--- src/logic/link_msg_pkg.sv ---
// Shared codes, characters, types and helpers for the remote message link
package link_msg_pkg;

  // ==========================================
  // Framing characters
  localparam logic [7:0] CH_BSL = 8'h5c;
  localparam logic [7:0] CH_CR = 8'h0d;
  localparam logic [7:0] CH_ACK = 8'h06;
  localparam logic [7:0] CH_NAK = 8'h15;
  localparam logic [7:0] CH_ENQ = 8'h05;
  localparam logic [7:0] CH_SOH = 8'h01;

  // ==========================================
  // Message codes
  localparam logic [7:0] CODE_TEXT = 8'h80;
  localparam logic [7:0] CODE_KEYCHK = 8'h8a;
  localparam logic [7:0] CODE_RETX = 8'hf6;
  localparam logic [7:0] CODE_ABORT = 8'hf7;
  localparam logic [7:0] CODE_NEXT = 8'hf8;
  localparam logic [7:0] CODE_KEY = 8'hf9;
  localparam logic [7:0] CODE_END = 8'hf1;

  // ==========================================
  // Reset values
  localparam logic [7:0] TX_DATA_RST = 8'h00;
  localparam logic [7:0] CODE_RST = 8'h00;

  // ==========================================
  // Kinds of outgoing message
  typedef enum logic [2:0] {
    KIND_TEXT = 3'b000,
    KIND_RETX = 3'b001,
    KIND_ABORT = 3'b010,
    KIND_KEYCHK = 3'b011,
    KIND_NEXT = 3'b100
  } msg_kind_t;

  // Parsed reply from the host
  typedef struct packed {
    logic [7:0] code;
    logic [7:0] arg;
    logic has_arg;
  } reply_t;

  // Raw object record byte from the host
  typedef struct packed {
    logic [7:0] data;
    logic last;
  } rec_byte_t;

  // ==========================================
  // Helpers
  function automatic logic [7:0] hex_char(input logic [3:0] nib);
    hex_char = (nib < 4'ha) ? (8'h30 + {4'h0, nib}) : (8'h37 + {4'h0, nib});
  endfunction : hex_char

  function automatic logic [3:0] hex_val(input logic [7:0] ch);
    if (ch >= 8'h61) begin
      hex_val = 4'(ch - 8'h57);
    end else if (ch >= 8'h41) begin
      hex_val = 4'(ch - 8'h37);
    end else begin
      hex_val = 4'(ch - 8'h30);
    end
  endfunction : hex_val

  function automatic logic [7:0] code_of(input msg_kind_t k);
    unique case (k)
      KIND_TEXT: code_of = CODE_TEXT;
      KIND_RETX: code_of = CODE_RETX;
      KIND_ABORT: code_of = CODE_ABORT;
      KIND_KEYCHK: code_of = CODE_KEYCHK;
      KIND_NEXT: code_of = CODE_NEXT;
      default: code_of = CODE_NEXT;
    endcase
  endfunction : code_of

endpackage : link_msg_pkg

--- src/logic/reply_parser.sv ---
// Splits the incoming byte stream into host replies and raw object records
`timescale 1ns/1ps
module reply_parser (
  // Clock and reset
  input wire logic mclk,
  input wire logic rst,
  input wire logic ce,
  // Incoming bytes
  input wire logic rx_valid,
  input wire logic [7:0] rx_data,
  // Parsed output
  output link_msg_pkg::reply_t reply,
  output logic reply_valid,
  output link_msg_pkg::rec_byte_t rec,
  output logic rec_valid
);

  typedef enum logic [2:0] {
    P_START = 3'b000,
    P_HI = 3'b001,
    P_LO = 3'b010,
    P_ARG = 3'b011,
    P_REST = 3'b100,
    P_REC = 3'b101
  } pstate_t;

  pstate_t st_r;
  logic [3:0] hi_r;
  link_msg_pkg::reply_t cur_r;

  wire is_cr = (rx_data == link_msg_pkg::CH_CR);
  wire is_bsl = (rx_data == link_msg_pkg::CH_BSL);
  wire take = ce && rx_valid;

  // ==========================================
  // Line parser
  always_ff @(posedge mclk) begin
    if (rst) begin
      st_r <= P_START;
      hi_r <= 4'h0;
      cur_r <= '0;
      reply <= '0;
      reply_valid <= 1'b0;
      rec <= '0;
      rec_valid <= 1'b0;
    end else if (ce) begin
      reply_valid <= 1'b0;
      rec_valid <= 1'b0;
      if (take) begin
        unique case (st_r)
          P_START: begin
            if (is_bsl) begin
              st_r <= P_HI;
            end else if (!is_cr) begin
              rec <= '{data: rx_data, last: 1'b0};
              rec_valid <= 1'b1;
              st_r <= P_REC;
            end
          end
          P_HI: begin
            hi_r <= link_msg_pkg::hex_val(rx_data);
            st_r <= P_LO;
          end
          P_LO: begin
            cur_r <= '{code: {hi_r, link_msg_pkg::hex_val(rx_data)}, arg: 8'h00, has_arg: 1'b0};
            st_r <= P_ARG;
          end
          P_ARG, P_REST: begin
            if (is_cr) begin
              reply <= cur_r;
              reply_valid <= 1'b1;
              st_r <= P_START;
            end else if (st_r == P_ARG) begin
              // Only the first text character is kept
              cur_r.arg <= rx_data;
              cur_r.has_arg <= 1'b1;
              st_r <= P_REST;
            end
          end
          P_REC: begin
            rec <= '{data: rx_data, last: is_cr};
            rec_valid <= 1'b1;
            if (is_cr) begin
              st_r <= P_START;
            end
          end
          default: st_r <= P_START;
        endcase
      end
    end
  end

endmodule : reply_parser

--- src/logic/msg_engine.sv ---
// Device end of the remote text display and object load/verify exchange
`timescale 1ns/1ps
module msg_engine (
  // Clock and reset
  input wire logic mclk,
  input wire logic rst,
  input wire logic ce,
  // Link bytes out
  output logic tx_valid,
  output logic [7:0] tx_data,
  input wire logic tx_ready,
  // Link bytes in
  input wire logic rx_valid,
  input wire logic [7:0] rx_data,
  // Message request
  input wire logic req_valid,
  input wire link_msg_pkg::msg_kind_t req_kind,
  input wire logic req_scroll,
  output logic req_ready,
  output logic req_dropped,
  // Text body for text messages
  input wire logic txt_valid,
  input wire logic [7:0] txt_data,
  input wire logic txt_last,
  output logic txt_ready,
  // Mode
  input wire logic load_active,
  input wire logic cmd_start,
  // Results
  output logic xchg_done,
  output logic [7:0] host_code,
  output logic scroll_stopped,
  output logic load_abort,
  output logic load_end,
  output logic key_valid,
  output logic [7:0] key_char,
  output link_msg_pkg::rec_byte_t rec,
  output logic rec_valid
);

  typedef enum logic [2:0] {
    S_IDLE = 3'b000,
    S_BSL = 3'b001,
    S_HI = 3'b010,
    S_LO = 3'b011,
    S_TXT = 3'b100,
    S_CR = 3'b101,
    S_WAIT = 3'b110
  } state_t;

  state_t st_r;
  link_msg_pkg::msg_kind_t kind_r;
  logic scroll_r;
  logic stop_r;
  logic [7:0] code_r;
  link_msg_pkg::reply_t reply;
  logic reply_valid;

  // ==========================================
  // Reply parser
  reply_parser u_parser (
    .mclk(mclk),
    .rst(rst),
    .ce(ce),
    .rx_valid(rx_valid),
    .rx_data(rx_data),
    .reply(reply),
    .reply_valid(reply_valid),
    .rec(rec),
    .rec_valid(rec_valid)
  );

  // ==========================================
  // Decode
  wire slot_free = !tx_valid || tx_ready;
  assign req_ready = ce && (st_r == S_IDLE);
  wire req_take = req_valid && req_ready;
  wire req_refuse = req_take && (req_kind == link_msg_pkg::KIND_TEXT) && stop_r;
  wire txt_bad = (txt_data == link_msg_pkg::CH_ACK) || (txt_data == link_msg_pkg::CH_NAK) ||
                 (txt_data == link_msg_pkg::CH_ENQ) || (txt_data == link_msg_pkg::CH_SOH) ||
                 (txt_data == link_msg_pkg::CH_CR);
  assign txt_ready = ce && (st_r == S_TXT) && slot_free;
  wire txt_take = txt_valid && txt_ready;
  wire rec_done = rec_valid && rec.last;
  wire wait_end = (st_r == S_WAIT) && (reply_valid || rec_done);
  wire rcv_abort = reply.code == link_msg_pkg::CODE_ABORT;
  wire rcv_key = reply.code == link_msg_pkg::CODE_KEY;
  wire rcv_end = reply.code == link_msg_pkg::CODE_END;
  wire kind_text = kind_r == link_msg_pkg::KIND_TEXT;
  wire kind_load = (kind_r == link_msg_pkg::KIND_RETX) || (kind_r == link_msg_pkg::KIND_NEXT);
  wire stop_set = wait_end && reply_valid && kind_text && scroll_r && rcv_abort;

  // ==========================================
  // Sequencer
  always_ff @(posedge mclk) begin
    if (rst) begin
      st_r <= S_IDLE;
      kind_r <= link_msg_pkg::KIND_TEXT;
      scroll_r <= 1'b0;
      code_r <= link_msg_pkg::CODE_RST;
      tx_valid <= 1'b0;
      tx_data <= link_msg_pkg::TX_DATA_RST;
    end else if (ce) begin
      if (tx_valid && tx_ready) begin
        tx_valid <= 1'b0;
      end
      unique case (st_r)
        S_IDLE: begin
          if (req_take && !req_refuse) begin
            kind_r <= req_kind;
            scroll_r <= req_scroll;
            code_r <= link_msg_pkg::code_of(req_kind);
            st_r <= S_BSL;
          end
        end
        S_BSL: begin
          if (slot_free) begin
            tx_data <= link_msg_pkg::CH_BSL;
            tx_valid <= 1'b1;
            st_r <= S_HI;
          end
        end
        S_HI: begin
          if (slot_free) begin
            tx_data <= link_msg_pkg::hex_char(code_r[7:4]);
            tx_valid <= 1'b1;
            st_r <= S_LO;
          end
        end
        S_LO: begin
          if (slot_free) begin
            tx_data <= link_msg_pkg::hex_char(code_r[3:0]);
            tx_valid <= 1'b1;
            // text body only on text records
            st_r <= kind_text ? S_TXT : S_CR;
          end
        end
        S_TXT: begin
          if (txt_take) begin
            if (!txt_bad) begin
              tx_data <= txt_data;
              tx_valid <= 1'b1;
            end
            if (txt_last) begin
              st_r <= S_CR;
            end
          end
        end
        S_CR: begin
          if (slot_free) begin
            tx_data <= link_msg_pkg::CH_CR;
            tx_valid <= 1'b1;
            st_r <= S_WAIT;
          end
        end
        S_WAIT: begin
          if (wait_end) begin
            st_r <= S_IDLE;
          end
        end
        default: st_r <= S_IDLE;
      endcase
    end
  end

  // ==========================================
  // Reply effects
  always_ff @(posedge mclk) begin
    if (rst) begin
      stop_r <= 1'b0;
      xchg_done <= 1'b0;
      host_code <= link_msg_pkg::CODE_RST;
      load_abort <= 1'b0;
      load_end <= 1'b0;
      key_valid <= 1'b0;
      key_char <= link_msg_pkg::CODE_RST;
      req_dropped <= 1'b0;
    end else if (ce) begin
      xchg_done <= wait_end;
      req_dropped <= req_refuse;
      load_abort <= 1'b0;
      load_end <= 1'b0;
      key_valid <= 1'b0;
      if (stop_set) begin
        stop_r <= 1'b1;
      end else if (cmd_start) begin
        stop_r <= 1'b0;
      end
      if (wait_end && reply_valid) begin
        host_code <= reply.code;
        load_abort <= load_active && rcv_abort && (kind_r != link_msg_pkg::KIND_ABORT);
        load_end <= kind_load && rcv_end;
        if ((kind_r == link_msg_pkg::KIND_KEYCHK) && rcv_key) begin
          key_valid <= 1'b1;
          key_char <= reply.has_arg ? reply.arg : link_msg_pkg::CODE_RST;
        end
      end
    end
  end

  assign scroll_stopped = stop_r;

endmodule : msg_engine

--- config.mk ---
export PLATFORM = sky130hd
export DESIGN_NAME = msg_engine
export DESIGN_NICKNAME = d
export VERILOG_FILES = /design/src/logic/link_msg_pkg.sv /design/src/logic/reply_parser.sv /design/src/logic/msg_engine.sv
export SDC_FILE = /design/constraint.sdc
export NUM_CORES = 1
export LEC_CHECK = 0
export BUFFER_PORTS_ARGS = -buffer_cell sky130_fd_sc_hd__buf_2
export CAP_MARGIN = 40
export CELL_PAD_IN_SITES_DETAIL_PLACEMENT = 0
export CELL_PAD_IN_SITES_GLOBAL_PLACEMENT = 1
export CORE_AREA = 4 4 105 107
export CTS_CLUSTER_DIAMETER = 150
export CTS_CLUSTER_SIZE = 12
export DETAILED_ROUTE_END_ITERATION = 12
export DIE_AREA = 0 0 109 111
export MAX_ROUTING_LAYER = met4
export PLACE_DENSITY_LB_ADDON = 0.1
export SLEW_MARGIN = 25
export SYNTH_ARGS = -nofsm -noshare
export SYNTH_HDL_FRONTEND = slang
export SYNTH_HIERARCHICAL = 1
export SYNTH_SLANG_ARGS = --single-unit
export TNS_END_PERCENT = 50
--- constraint.sdc ---
create_clock -name mclk -period 4.4 [get_ports mclk]
set_clock_uncertainty 0.2 [all_clocks]
set_input_delay 0.44 -clock mclk [delete_from_list [all_inputs] [get_ports mclk]]
set_output_delay 0.44 -clock mclk [all_outputs]
set_load 0.05 [all_outputs]
==> qor_table.md, run 1 <==
| Item | Value | Unit |
|---|---|---|
| Run status | complete, no violations | - |
| Fraction of final layout cells sized beyond drive strength 1 | 0.208 | - |
| Number of clock sinks | 96 | - |
| Post-CTS setup repair buffer count | 0 | - |
| Number of max-cap violations | 0 | - |
| Die area | 0.0121 | mm^2 |
| Relative slew margins | 0.486 | - |
| Global placer's final weighted congestion | 0.855 | - |
| Share of total power in sequential cells | 0.559 | - |
| Detailed placement HPWL | 8050 | um |
| DR pass1 iterations | 4 | - |
| Number of standard cells after synthesis | 530 | - |
| Antenna Violating Nets Remaining | 0 | - |
| Drt wl/cell | 15.2 | um |
| Number of primary I/O pins | 73 | - |
| Starting density of the core | 0.452 | - |
| Number of synthesized register bits | 96 | - |
| Setup violations, final | 0 | - |
| Routed via count divided by cell count | 5.43 | - |
| Main synth FF type | sky130_fd_sc_hd__dfxtp_1 | - |
| Width of the die | 109 | um |
| Number of enable-type register cells in the synthesized netlist | 0 | - |
| Logic pwr share | 0.113 | - |
| Power per standard cell area | 315 | mW/mm^2 |
| Avg Synthesized Cell Area | 8.65 | um^2 |
| Synth async-reset ratio | 0 | - |
| TritonCTS clock tree | built | - |
| Class of the most critical setup path | flip-flop to output port | - |
| Number of resized instances in the post-cts repair step | 0 | - |
| Hold Violations, Final | 0 | - |
| Slew at the pin closest to its max-slew limit | 0.768 | ns |
| Count of input and output buffers | 72 | - |
| Tightest hold margin | 0.109 | ns |
| Initial antenna violation count | 0 | - |
| Number of remaining DRC errors | 0 | - |
| Clock-pin slew on the worst setup and hold paths | 0.10 | ns |
| Area of the mapped netlist | 0.00458 | mm^2 |
| Buffer type at the clock tree root | sky130_fd_sc_hd__clkbuf_8 | - |
| Tcrit/Tclk final | 0.583 | - |
| Synth top area cells | sky130_fd_sc_hd__dfxtp_1, sky130_fd_sc_hd__nand2_1, sky130_fd_sc_hd__a21oi_1 | - |
| Vias | 3942 | - |
| CP Launch Type | flip-flop | - |
| Number of DRC markers after the initial detailed-route iteration | 160 | - |
| Post-layout net count | 620 | - |
| CORE AREA | 0.0101 | mm^2 |
| Syn nets | 565 | - |
| Library cell occupying the most area in the post-synthesis netlist | sky130_fd_sc_hd__dfxtp_1 | - |
| Number of buffers created by CTS | 9 | - |
| Clock share of power | 0.328 | - |
| Clock Tree Buf Depth | 2 | - |
| Via count of the first global-routing pass | 3736 | - |
| Number of buffers inserted by hold repair at cts | 0 | - |
| RSZ-0062 raised after global routing | no | - |
| Die Span Y | 111 | um |
| Area share of the largest cell type after synthesis | 0.419 | - |
| Area growth from synthesis to final layout | 12.7 | % |
| CP Data Required Time | 3.76 | ns |
| CP Capture Type | output port | - |
| R2R setup slack | 1.96 | ns |
| Number of standard-cell rows in the floorplan | 37 | - |
| Number of pins with negative max-slew slack in the final report | 0 | - |
| Proportion of synthesized chip area in sequential cells | 0.419 | - |
| Syn. warnings | 6 | - |
| First-pass GRT wire length | 18500 | um |
| Highest net fanout along the worst path | 20 | - |
| Overall power | 1630 | uW |
| Switching pwr | 465 | uW |
| Setup Total Neg Slack | 0 | ns |
| Final critical-path required period | 2.56 | ns |
| Switching share of total power | 0.286 | - |
| Most frequent cells in the layout | sky130_fd_sc_hd__dfxtp_1, sky130_fd_sc_hd__buf_2, sky130_fd_sc_hd__nand2_1, sky130_fd_sc_hd__nor2_1, sky130_fd_sc_hd__a21oi_1 | - |
| Total grt overflow | 0 | - |
| Leading cell type in the layout, fill and taps excluded | sky130_fd_sc_hd__dfxtp_1 | - |
| Achievable Freq | 390 | MHz |
| Number of distinct library cell variants in the gate-level netlist after synthesis | 76 | - |
| P_leak | 0.00191 | uW |
| Critical path data arrival time | 1.92 | ns |
| Number of diodes | 0 | - |
| Drt total wl | 11000 | um |
| Path category of the worst min-delay check | input port to flip-flop | - |
| Peak supply drop | 0.141 | mV |
| Largest net degree at the start of global routing | 32 | - |
| Clock latency reported for the late side of the worst-skew pair | 0.36 | ns |
| Number of H-tree levels | 3 | - |
| Power Internal | 1160 | uW |
| Overall Global Routing Usage | 0.192 | - |
## worst max-delay path: stages, from the launching register on
cell                      delay, ns
sky130_fd_sc_hd__dfxtp_1       0.53
sky130_fd_sc_hd__nor2_1        0.35
sky130_fd_sc_hd__nand2_1       0.16
sky130_fd_sc_hd__nor3_1        0.23
sky130_fd_sc_hd__buf_2         0.30
## final cells by class
cell class	count	area, um^2
clock buffer	9	124
clock inverter	7	55.1
fill	993	4980
multi-input combinational	386	2420
sequential	96	1920
timing repair buffer	76	407
tap	136	170
inverter	16	60.1
## synth_stat cells (7+ instances only)
cell,count
sky130_fd_sc_hd__a21oi_1,44
sky130_fd_sc_hd__nand2b_1,19
sky130_fd_sc_hd__or3_1,9
sky130_fd_sc_hd__nand2_1,64
sky130_fd_sc_hd__clkbuf_1,14
sky130_fd_sc_hd__a211oi_1,9
sky130_fd_sc_hd__nand3_1,14
sky130_fd_sc_hd__nor2_1,48
sky130_fd_sc_hd__mux2i_1,19
sky130_fd_sc_hd__o21ai_0,27
sky130_fd_sc_hd__dfxtp_1,96
sky130_fd_sc_hd__inv_1,16
sky130_fd_sc_hd__nor3_1,9
sky130_fd_sc_hd__a22o_1,7
sky130_fd_sc_hd__a21oi_2,11
## routing by layer
layer  GRT usage  wire (um)  vias up
met5           -          0        -
met4      0.0623        176        0
met3      0.0303        411       15
met2       0.306       5390       81
met1       0.249       5040     1843
li1            -          -     2003
## cell families (layout without fill, tap and decap cells)
group | count (synthesis) | in the layout | synth area share
XOR/XNOR | 5 | 5 | 0.00956
AND/OR/NAND/NOR | 216 | 216 | 0.254
flip-flops | 96 | 96 | 0.419
AO/OA/AOI/OAI | 141 | 141 | 0.211
adder cells (fa/ha/maj) | 5 | 5 | 0.0137
buffers and inverters | 48 | 108 | 0.0513
multiplexers | 19 | 19 | 0.0415
## metrics by stage
step                       util  setup WS [ns]  instances  instance area [um^2]
after floorplan               -           1.59        530                  4580
after global placement    0.488           1.53        708                  4950
after detailed placement  0.492           1.69        710                  4980
after CTS                 0.509           1.86        726                  5160
after global routing      0.509           1.68        726                  5160
final                     0.509           1.84        726                  5160
## worst paths after layout
path,startpoint,endpoint,depth (start not counted)
max,st_r[0],txt_ready,4
min,req_scroll,scroll_r,3
min reg2reg,key_char[1],key_char[1],2
max reg2reg,st_r[0],tx_data[1],5
## power groups by stage
| stage | Combinational, uW | Clock, uW | Sequential, uW |
|---|---|---|---|
| finish | 184 | 534 | 909 |
| global route | 203 | 588 | 912 |
| CTS | 185 | 556 | 908 |
| detailed placement | 184 | 0 | 928 |
| global placement | 180 | 0 | 928 |
| floorplan | 113 | 0 | 943 |
## registers in the layout, indices dropped and copies added (netlist names)
name                  flops
xchg_done                 1
u_parser/cur_r           17
st_r                      3
host_code                 8
u_parser/rec              9
u_parser/reply           17
scroll_stopped            1
kind_r                    3
u_parser/reply_valid      1
key_valid                 1
key_char                  8
u_parser/rec_valid        1
tx_data                   8
tx_valid                  1
req_dropped               1
scroll_r                  1
load_end                  1
u_parser/st_r             3
load_abort                1
code_r                    6
u_parser/hi_r             4
No activity file was read; power rests on OpenSTA's default activity.
==> run 2, diff against run 1 <==
Settings changed: CORE_AREA 4 4 105 107 to 4 4 110 112, DIE_AREA 0 0 109 111 to 0 0 114 116.
Clock period 4.4 ns to 2.46 ns, I/O delays scaled along.
==> run 2 against run 1 <==
Critical path depth grew 1. Final cell count is 3.9% higher. Via count up 2.7%. Largest power group is now clock. Clock power grew to 3.2 times the previous value. Hold slack got worse by 0.084 ns. Sequential power is 77% higher. First-iteration DRC count is 66% higher. Clock-buffer cell count grew 2. Die area increased by 9.3%. Core utilization is 1.7 points lower. Design area rose by 7.1%. Power up 130%.
==> qor_table.md, run 2 (synthesis results as in run 1) <==
| Item | Value | Unit |
|---|---|---|
| Leading cell type in the layout, fill and taps excluded | sky130_fd_sc_hd__dfxtp_1 | - |
| Setup Total Neg Slack | 0 | ns |
| Path category of the worst min-delay check | input port to flip-flop | - |
| Tcrit/Tclk final | 0.902 | - |
| CP Capture Type | output port | - |
| Count of input and output buffers | 72 | - |
| Fraction of final layout cells sized beyond drive strength 1 | 0.231 | - |
| Class of the most critical setup path | flip-flop to output port | - |
| Run status | complete, no violations | - |
| Antenna Violating Nets Remaining | 0 | - |
| Global placer's final weighted congestion | 0.799 | - |
| Cell count of the worst hold path | 4 | - |
| Drt wl/cell | 15.3 | um |
| Number of standard-cell rows in the floorplan | 39 | - |
| Starting density of the core | 0.408 | - |
| Drt total wl | 11500 | um |
| DR pass1 iterations | 5 | - |
| Overall power | 3670 | uW |
| Slew at the pin closest to its max-slew limit | 0.656 | ns |
| Number of buffers created by CTS | 9 | - |
| Number of H-tree levels | 3 | - |
| Worst reg2reg startpoint | st_r[2] | - |
| Post-layout net count | 641 | - |
| Final critical-path required period | 2.22 | ns |
| CORE AREA | 0.0112 | mm^2 |
| Via count of the first global-routing pass | 3772 | - |
| Number of remaining DRC errors | 0 | - |
| Sink of the worst hold path | scroll_stopped | - |
| P_leak | 0.00209 | uW |
| Die area | 0.0132 | mm^2 |
| Initial antenna violation count | 0 | - |
| Peak supply drop | 0.396 | mV |
| R2R setup slack | 0.35 | ns |
| Relative slew margins | 0.561 | - |
| Number of primary I/O pins | 73 | - |
| Routed via count divided by cell count | 5.37 | - |
| Hold path start | cmd_start | - |
| Vias | 4049 | - |
| Number of DRC markers after the initial detailed-route iteration | 266 | - |
| Total grt overflow | 0 | - |
| Die Span Y | 116 | um |
| Power per standard cell area | 664 | mW/mm^2 |
| TritonCTS clock tree | built | - |
| Count of cells along the worst register-to-register path | 6 | - |
| Clock-pin slew on the worst setup and hold paths | 0.06 | ns |
| Registers with the most flip-flops | u_parser/cur_r x17, u_parser/reply x17, u_parser/rec x9 | - |
| Area growth from synthesis to final layout | 20.6 | % |
| Detailed placement HPWL | 8390 | um |
| Width of the die | 114 | um |
| Largest net degree at the start of global routing | 52 | - |
| Buffer type at the clock tree root | sky130_fd_sc_hd__clkbuf_16 | - |
| Overall Global Routing Usage | 0.187 | - |
| Critical path data arrival time | 1.77 | ns |
| Number of max-cap violations | 0 | - |
| RSZ-0062 raised after global routing | no | - |
| CP Data Required Time | 2.01 | ns |
| Clock Tree Buf Depth | 2 | - |
| Number of pins with negative max-slew slack in the final report | 0 | - |
| First-pass GRT wire length | 19100 | um |
| Number of clock sinks | 96 | - |
| CP Launch Type | flip-flop | - |
| Tightest hold margin | 0.0253 | ns |
| Highest net fanout along the worst path | 15 | - |
| Most frequent cells in the layout | sky130_fd_sc_hd__dfxtp_1, sky130_fd_sc_hd__buf_2, sky130_fd_sc_hd__nand2_1, sky130_fd_sc_hd__nor2_1, sky130_fd_sc_hd__a21oi_1 | - |
| Cell area after layout | 0.00553 | mm^2 |
| Total cell area at the placement stage | 0.00511 | mm^2 |
| Clock latency reported for the late side of the worst-skew pair | 0.35 | ns |
| Worst reg2reg endpoint | code_r[2] | - |
| Hold Violations, Final | 0 | - |
| Achievable Freq | 451 | MHz |
| Number of diodes | 0 | - |
| Setup violations, final | 0 | - |
==> run 2: stage by stage <==
stage / std cells / utilization / worst slack [ns]
after CTS: 754 / 0.492 / 0.0673
after detailed placement: 734 / 0.456 / 0.0619
after global placement: 734 / 0.456 / 0.144
final: 754 / 0.493 / 0.242
after floorplan: 530 / - / 0.0366
after global routing: 754 / 0.493 / 0.0863
==> run 2: where the power goes <==
group / internal [uW] / leakage (uW) / switching [uW] / total, uW
logic: 126 / 0.00114 / 232 / 358
registers: 1580 / 0.000776 / 29.9 / 1610
clock network: 1120 / 0.000176 / 575 / 1700
total: 2840 / 0.00209 / 837 / 3670
==> run 2: worst max-delay path, stage by stage, from the launching register on <==
cell and delay, ns:
sky130_fd_sc_hd__dfxtp_1 0.37, sky130_fd_sc_hd__buf_4 0.21, sky130_fd_sc_hd__nor2_2 0.19, sky130_fd_sc_hd__nand2_1 0.14, sky130_fd_sc_hd__nor3_1 0.25, sky130_fd_sc_hd__clkbuf_4 0.28
==> run 2: layer usage <==
| layer | wire, um | global-route usage | vias up |
|---|---|---|---|
| met1 | 5280 | 0.237 | 1889 |
| met4 | 193 | 0.0665 | 0 |
| li1 | - | - | 2045 |
| met3 | 534 | 0.0407 | 16 |
| met2 | 5490 | 0.296 | 99 |
| met5 | 0 | - | - |
==> run 2: how the worst max path moves through the flow <==
stage	from	endpoint	slack [ns]	cells after the start
after floorplan	st_r[1]	txt_ready	0.04	5
after global placement	rx_data[1]	u_parser/rec[0]	0.14	7
after detailed placement	rx_data[1]	u_parser/rec[8]	0.06	7
after CTS	st_r[0]	txt_ready	0.07	5
after global routing	st_r[0]	txt_ready	0.09	5
final	st_r[0]	txt_ready	0.24	5
==> run 2: final cells by class <==
class | instances | area, um^2
tap | 143 | 179
sequential | 96 | 1920
clock inverter | 5 | 128
clock buffer | 11 | 243
inverter | 16 | 60.1
fill | 1109 | 5700
timing repair buffer | 97 | 563
multi-input combinational | 386 | 2430
==> run 2: timing repair <==
action                                 in CTS  in global routing
endpoints found under the hold margin       4                  0
gates resized for setup                     0                  2
setup endpoints to repair                   0                  1
hold buffers                                4                  0
setup buffers                               0                  0
==> run 3, diff against run 2 <==
Clock period 2.46 ns to 2.4 ns, I/O delays scaled along.
==> run 3 against run 2 <==
Hold slack got worse by 0.0014 ns. Via count is 1.9% lower. Clock-buffer cell count is 3 higher. Clock power down 21%. Design area down 1.4%. Sequential power up 3%. Final cell count increased by 0.27%. Die area did not move. Critical path type unchanged.
==> qor_table.md, run 3 (synthesis results as in run 1) <==
| Item | Value | Unit |
|---|---|---|
| Clock share of power | 0.400 | - |
| Highest net fanout along the worst path | 11 | - |
| RSZ-0062 raised after global routing | no | - |
| Path category of the worst min-delay check | input port to flip-flop | - |
| Final critical-path required period | 2.20 | ns |
| Switching pwr | 852 | uW |
| Place WS | 0.121 | ns |
| Global placer's final weighted congestion | 0.817 | - |
| Width of the die | 114 | um |
| Number of standard-cell rows in the floorplan | 39 | - |
| Run status | complete, no violations | - |
| Number of buffers created by CTS | 9 | - |
| CP Launch Type | flip-flop | - |
| Switching share of total power | 0.253 | - |
| Tcrit/Tclk final | 0.915 | - |
| Registers with the most flip-flops | u_parser/cur_r x17, u_parser/reply x17, u_parser/rec x9 | - |
| P_leak | 0.00206 | uW |
| Number of max-cap violations | 0 | - |
| DR pass1 iterations | 4 | - |
| Logic pwr share | 0.107 | - |
| Post-CTS setup repair buffer count | 0 | - |
| Sequential cell area | 0.00192 | mm^2 |
| Class of the most critical setup path | flip-flop to output port | - |
| Clock latency reported for the late side of the worst-skew pair | 0.34 | ns |
| Most frequent cell on the critical path | sky130_fd_sc_hd__buf_4 | - |
| Die Span Y | 116 | um |
| Filler cells | 1119 | - |
| Count of input and output buffers | 72 | - |
| Area growth from synthesis to final layout | 19.0 | % |
| Clock Tree Buf Depth | 2 | - |
| Area taken by multi-input logic gates | 0.00243 | mm^2 |
| Number of pins with negative max-slew slack in the final report | 0 | - |
| Antenna Violating Nets Remaining | 0 | - |
| Delay of the slowest cell on the worst path | 0.41 | ns |
| Leading cell type in the layout, fill and taps excluded | sky130_fd_sc_hd__dfxtp_1 | - |
| Most frequent cells in the layout | sky130_fd_sc_hd__dfxtp_1, sky130_fd_sc_hd__buf_2, sky130_fd_sc_hd__nand2_1, sky130_fd_sc_hd__nor2_1, sky130_fd_sc_hd__a21oi_1 | - |
| Fraction of final layout cells sized beyond drive strength 1 | 0.230 | - |
| Buffer type at the clock tree root | sky130_fd_sc_hd__clkbuf_16 | - |
| Initial antenna violation count | 0 | - |
| Setup WS post-layout | 0.203 | ns |
| Cell type of the slowest stage on the worst timing path | sky130_fd_sc_hd__dfxtp_1 | - |
| Critical path data arrival time | 1.76 | ns |
| Relative slew margins | 0.464 | - |
| Largest net degree at the start of global routing | 44 | - |
| Starting density of the core | 0.408 | - |
| Post-layout net count | 643 | - |
| Power per standard cell area | 618 | mW/mm^2 |
| Number of diodes | 0 | - |
| Slew at the pin closest to its max-slew limit | 0.800 | ns |
| Routed via count divided by cell count | 5.26 | - |
| Share of total power in sequential cells | 0.493 | - |
| Hold Violations, Final | 0 | - |
| Power Internal | 2520 | uW |
| CORE AREA | 0.0112 | mm^2 |
| Clock-pin slew on the worst setup and hold paths | 0.06 | ns |
| Setup violations, final | 0 | - |
| First-pass GRT wire length | 18900 | um |
| CP Data Required Time | 1.96 | ns |
| CP Capture Type | output port | - |
| Die area | 0.0132 | mm^2 |
| Number of primary I/O pins | 73 | - |
| Via count of the first global-routing pass | 3807 | - |
| Drt wl/cell | 15.2 | um |
| Peak supply drop | 0.328 | mV |
| Cell-by-cell listing of the critical path | buf_4 > nor2_2 > nand2_1 > nor3_1 > buf_4 | - |
| Detailed placement HPWL | 8300 | um |
| Number of H-tree levels | 3 | - |
| Achievable Freq | 455 | MHz |
| Number of remaining DRC errors | 0 | - |
| Vias | 3973 | - |
| Overall Global Routing Usage | 0.182 | - |
| Total grt overflow | 0 | - |
| Number of DRC markers after the initial detailed-route iteration | 192 | - |
| Drt total wl | 11500 | um |
| TritonCTS clock tree | built | - |
| Overall power | 3370 | uW |
| Number of clock sinks | 96 | - |
[run 3: cell count changes in the layout (fill, tap and decap cells not counted), sizes merged]
| cell | delta |
|---|---|
| clkinv | +2 |
| bufinv | -4 |
| clkbuf | +2 |
| buf | +3 |
| clkinvlp | -1 |
[run 3: path summary, 6_finish.rpt]
path,to,start,slack [ns],depth (start not counted)
setup / recovery,txt_ready,st_r[1],0.20,5
hold / removal,scroll_stopped,cmd_start,0.02,4
setup reg to reg,tx_data[1],st_r[0],0.24,5
hold reg to reg,key_char[6],key_char[6],0.25,2
[run 3: repair_timing]
action	in CTS	in global routing
pin swaps	0	0
endpoints found under the hold margin	4	0
resized for setup	1	1
hold buffers	4	0
setup endpoints to repair	1	1
[run 3: power groups by stage]
stage                     clock, uW  combinational [uW]  sequential, uW
after CTS                      1400                 362            1660
final                          1350                 361            1660
after global placement            0                 354            1690
after global routing           1460                 396            1660
after detailed placement          0                 356            1690
after floorplan                   0                 208            1730
[run 3: layout make-up]
type,count,share of cell area
Sequential cell,96,0.353
Inverter,16,0.0110
Multi-Input combinational cell,386,0.447
Tap cell,143,0.0328
Clock inverter,2,0.00253
Timing Repair Buffer,99,0.106
Clock buffer,14,0.0484
[run 3: per-stage QoR]
step	instances	setup TNS (ns)	cell area (um^2)	util	hold WS, ns
after floorplan	530	-0.0174	4590	-	0.166
after global placement	736	0	5130	0.457	0.242
after detailed placement	736	0	5130	0.457	0.246
after CTS	756	0	5450	0.485	0.00289
after global routing	756	0	5450	0.486	0.0389
final	756	0	5450	0.486	0.0238
[run 3: routing by layer]
layer  global-route usage  up-vias  routed length (um)
met4               0.0689        0                 170
li1                     -     2046                   -
met3               0.0298       14                 380
met5                    -        -                   0
met1                0.226     1835                5470
met2                0.299       78                5460
[run 3: critical path: cells and delay by family (launching register included)]
kind / cells / cell delay, ns
buffers and inverters: 2 / 0.45
AND/OR/NAND/NOR: 3 / 0.56
flip-flops: 1 / 0.41
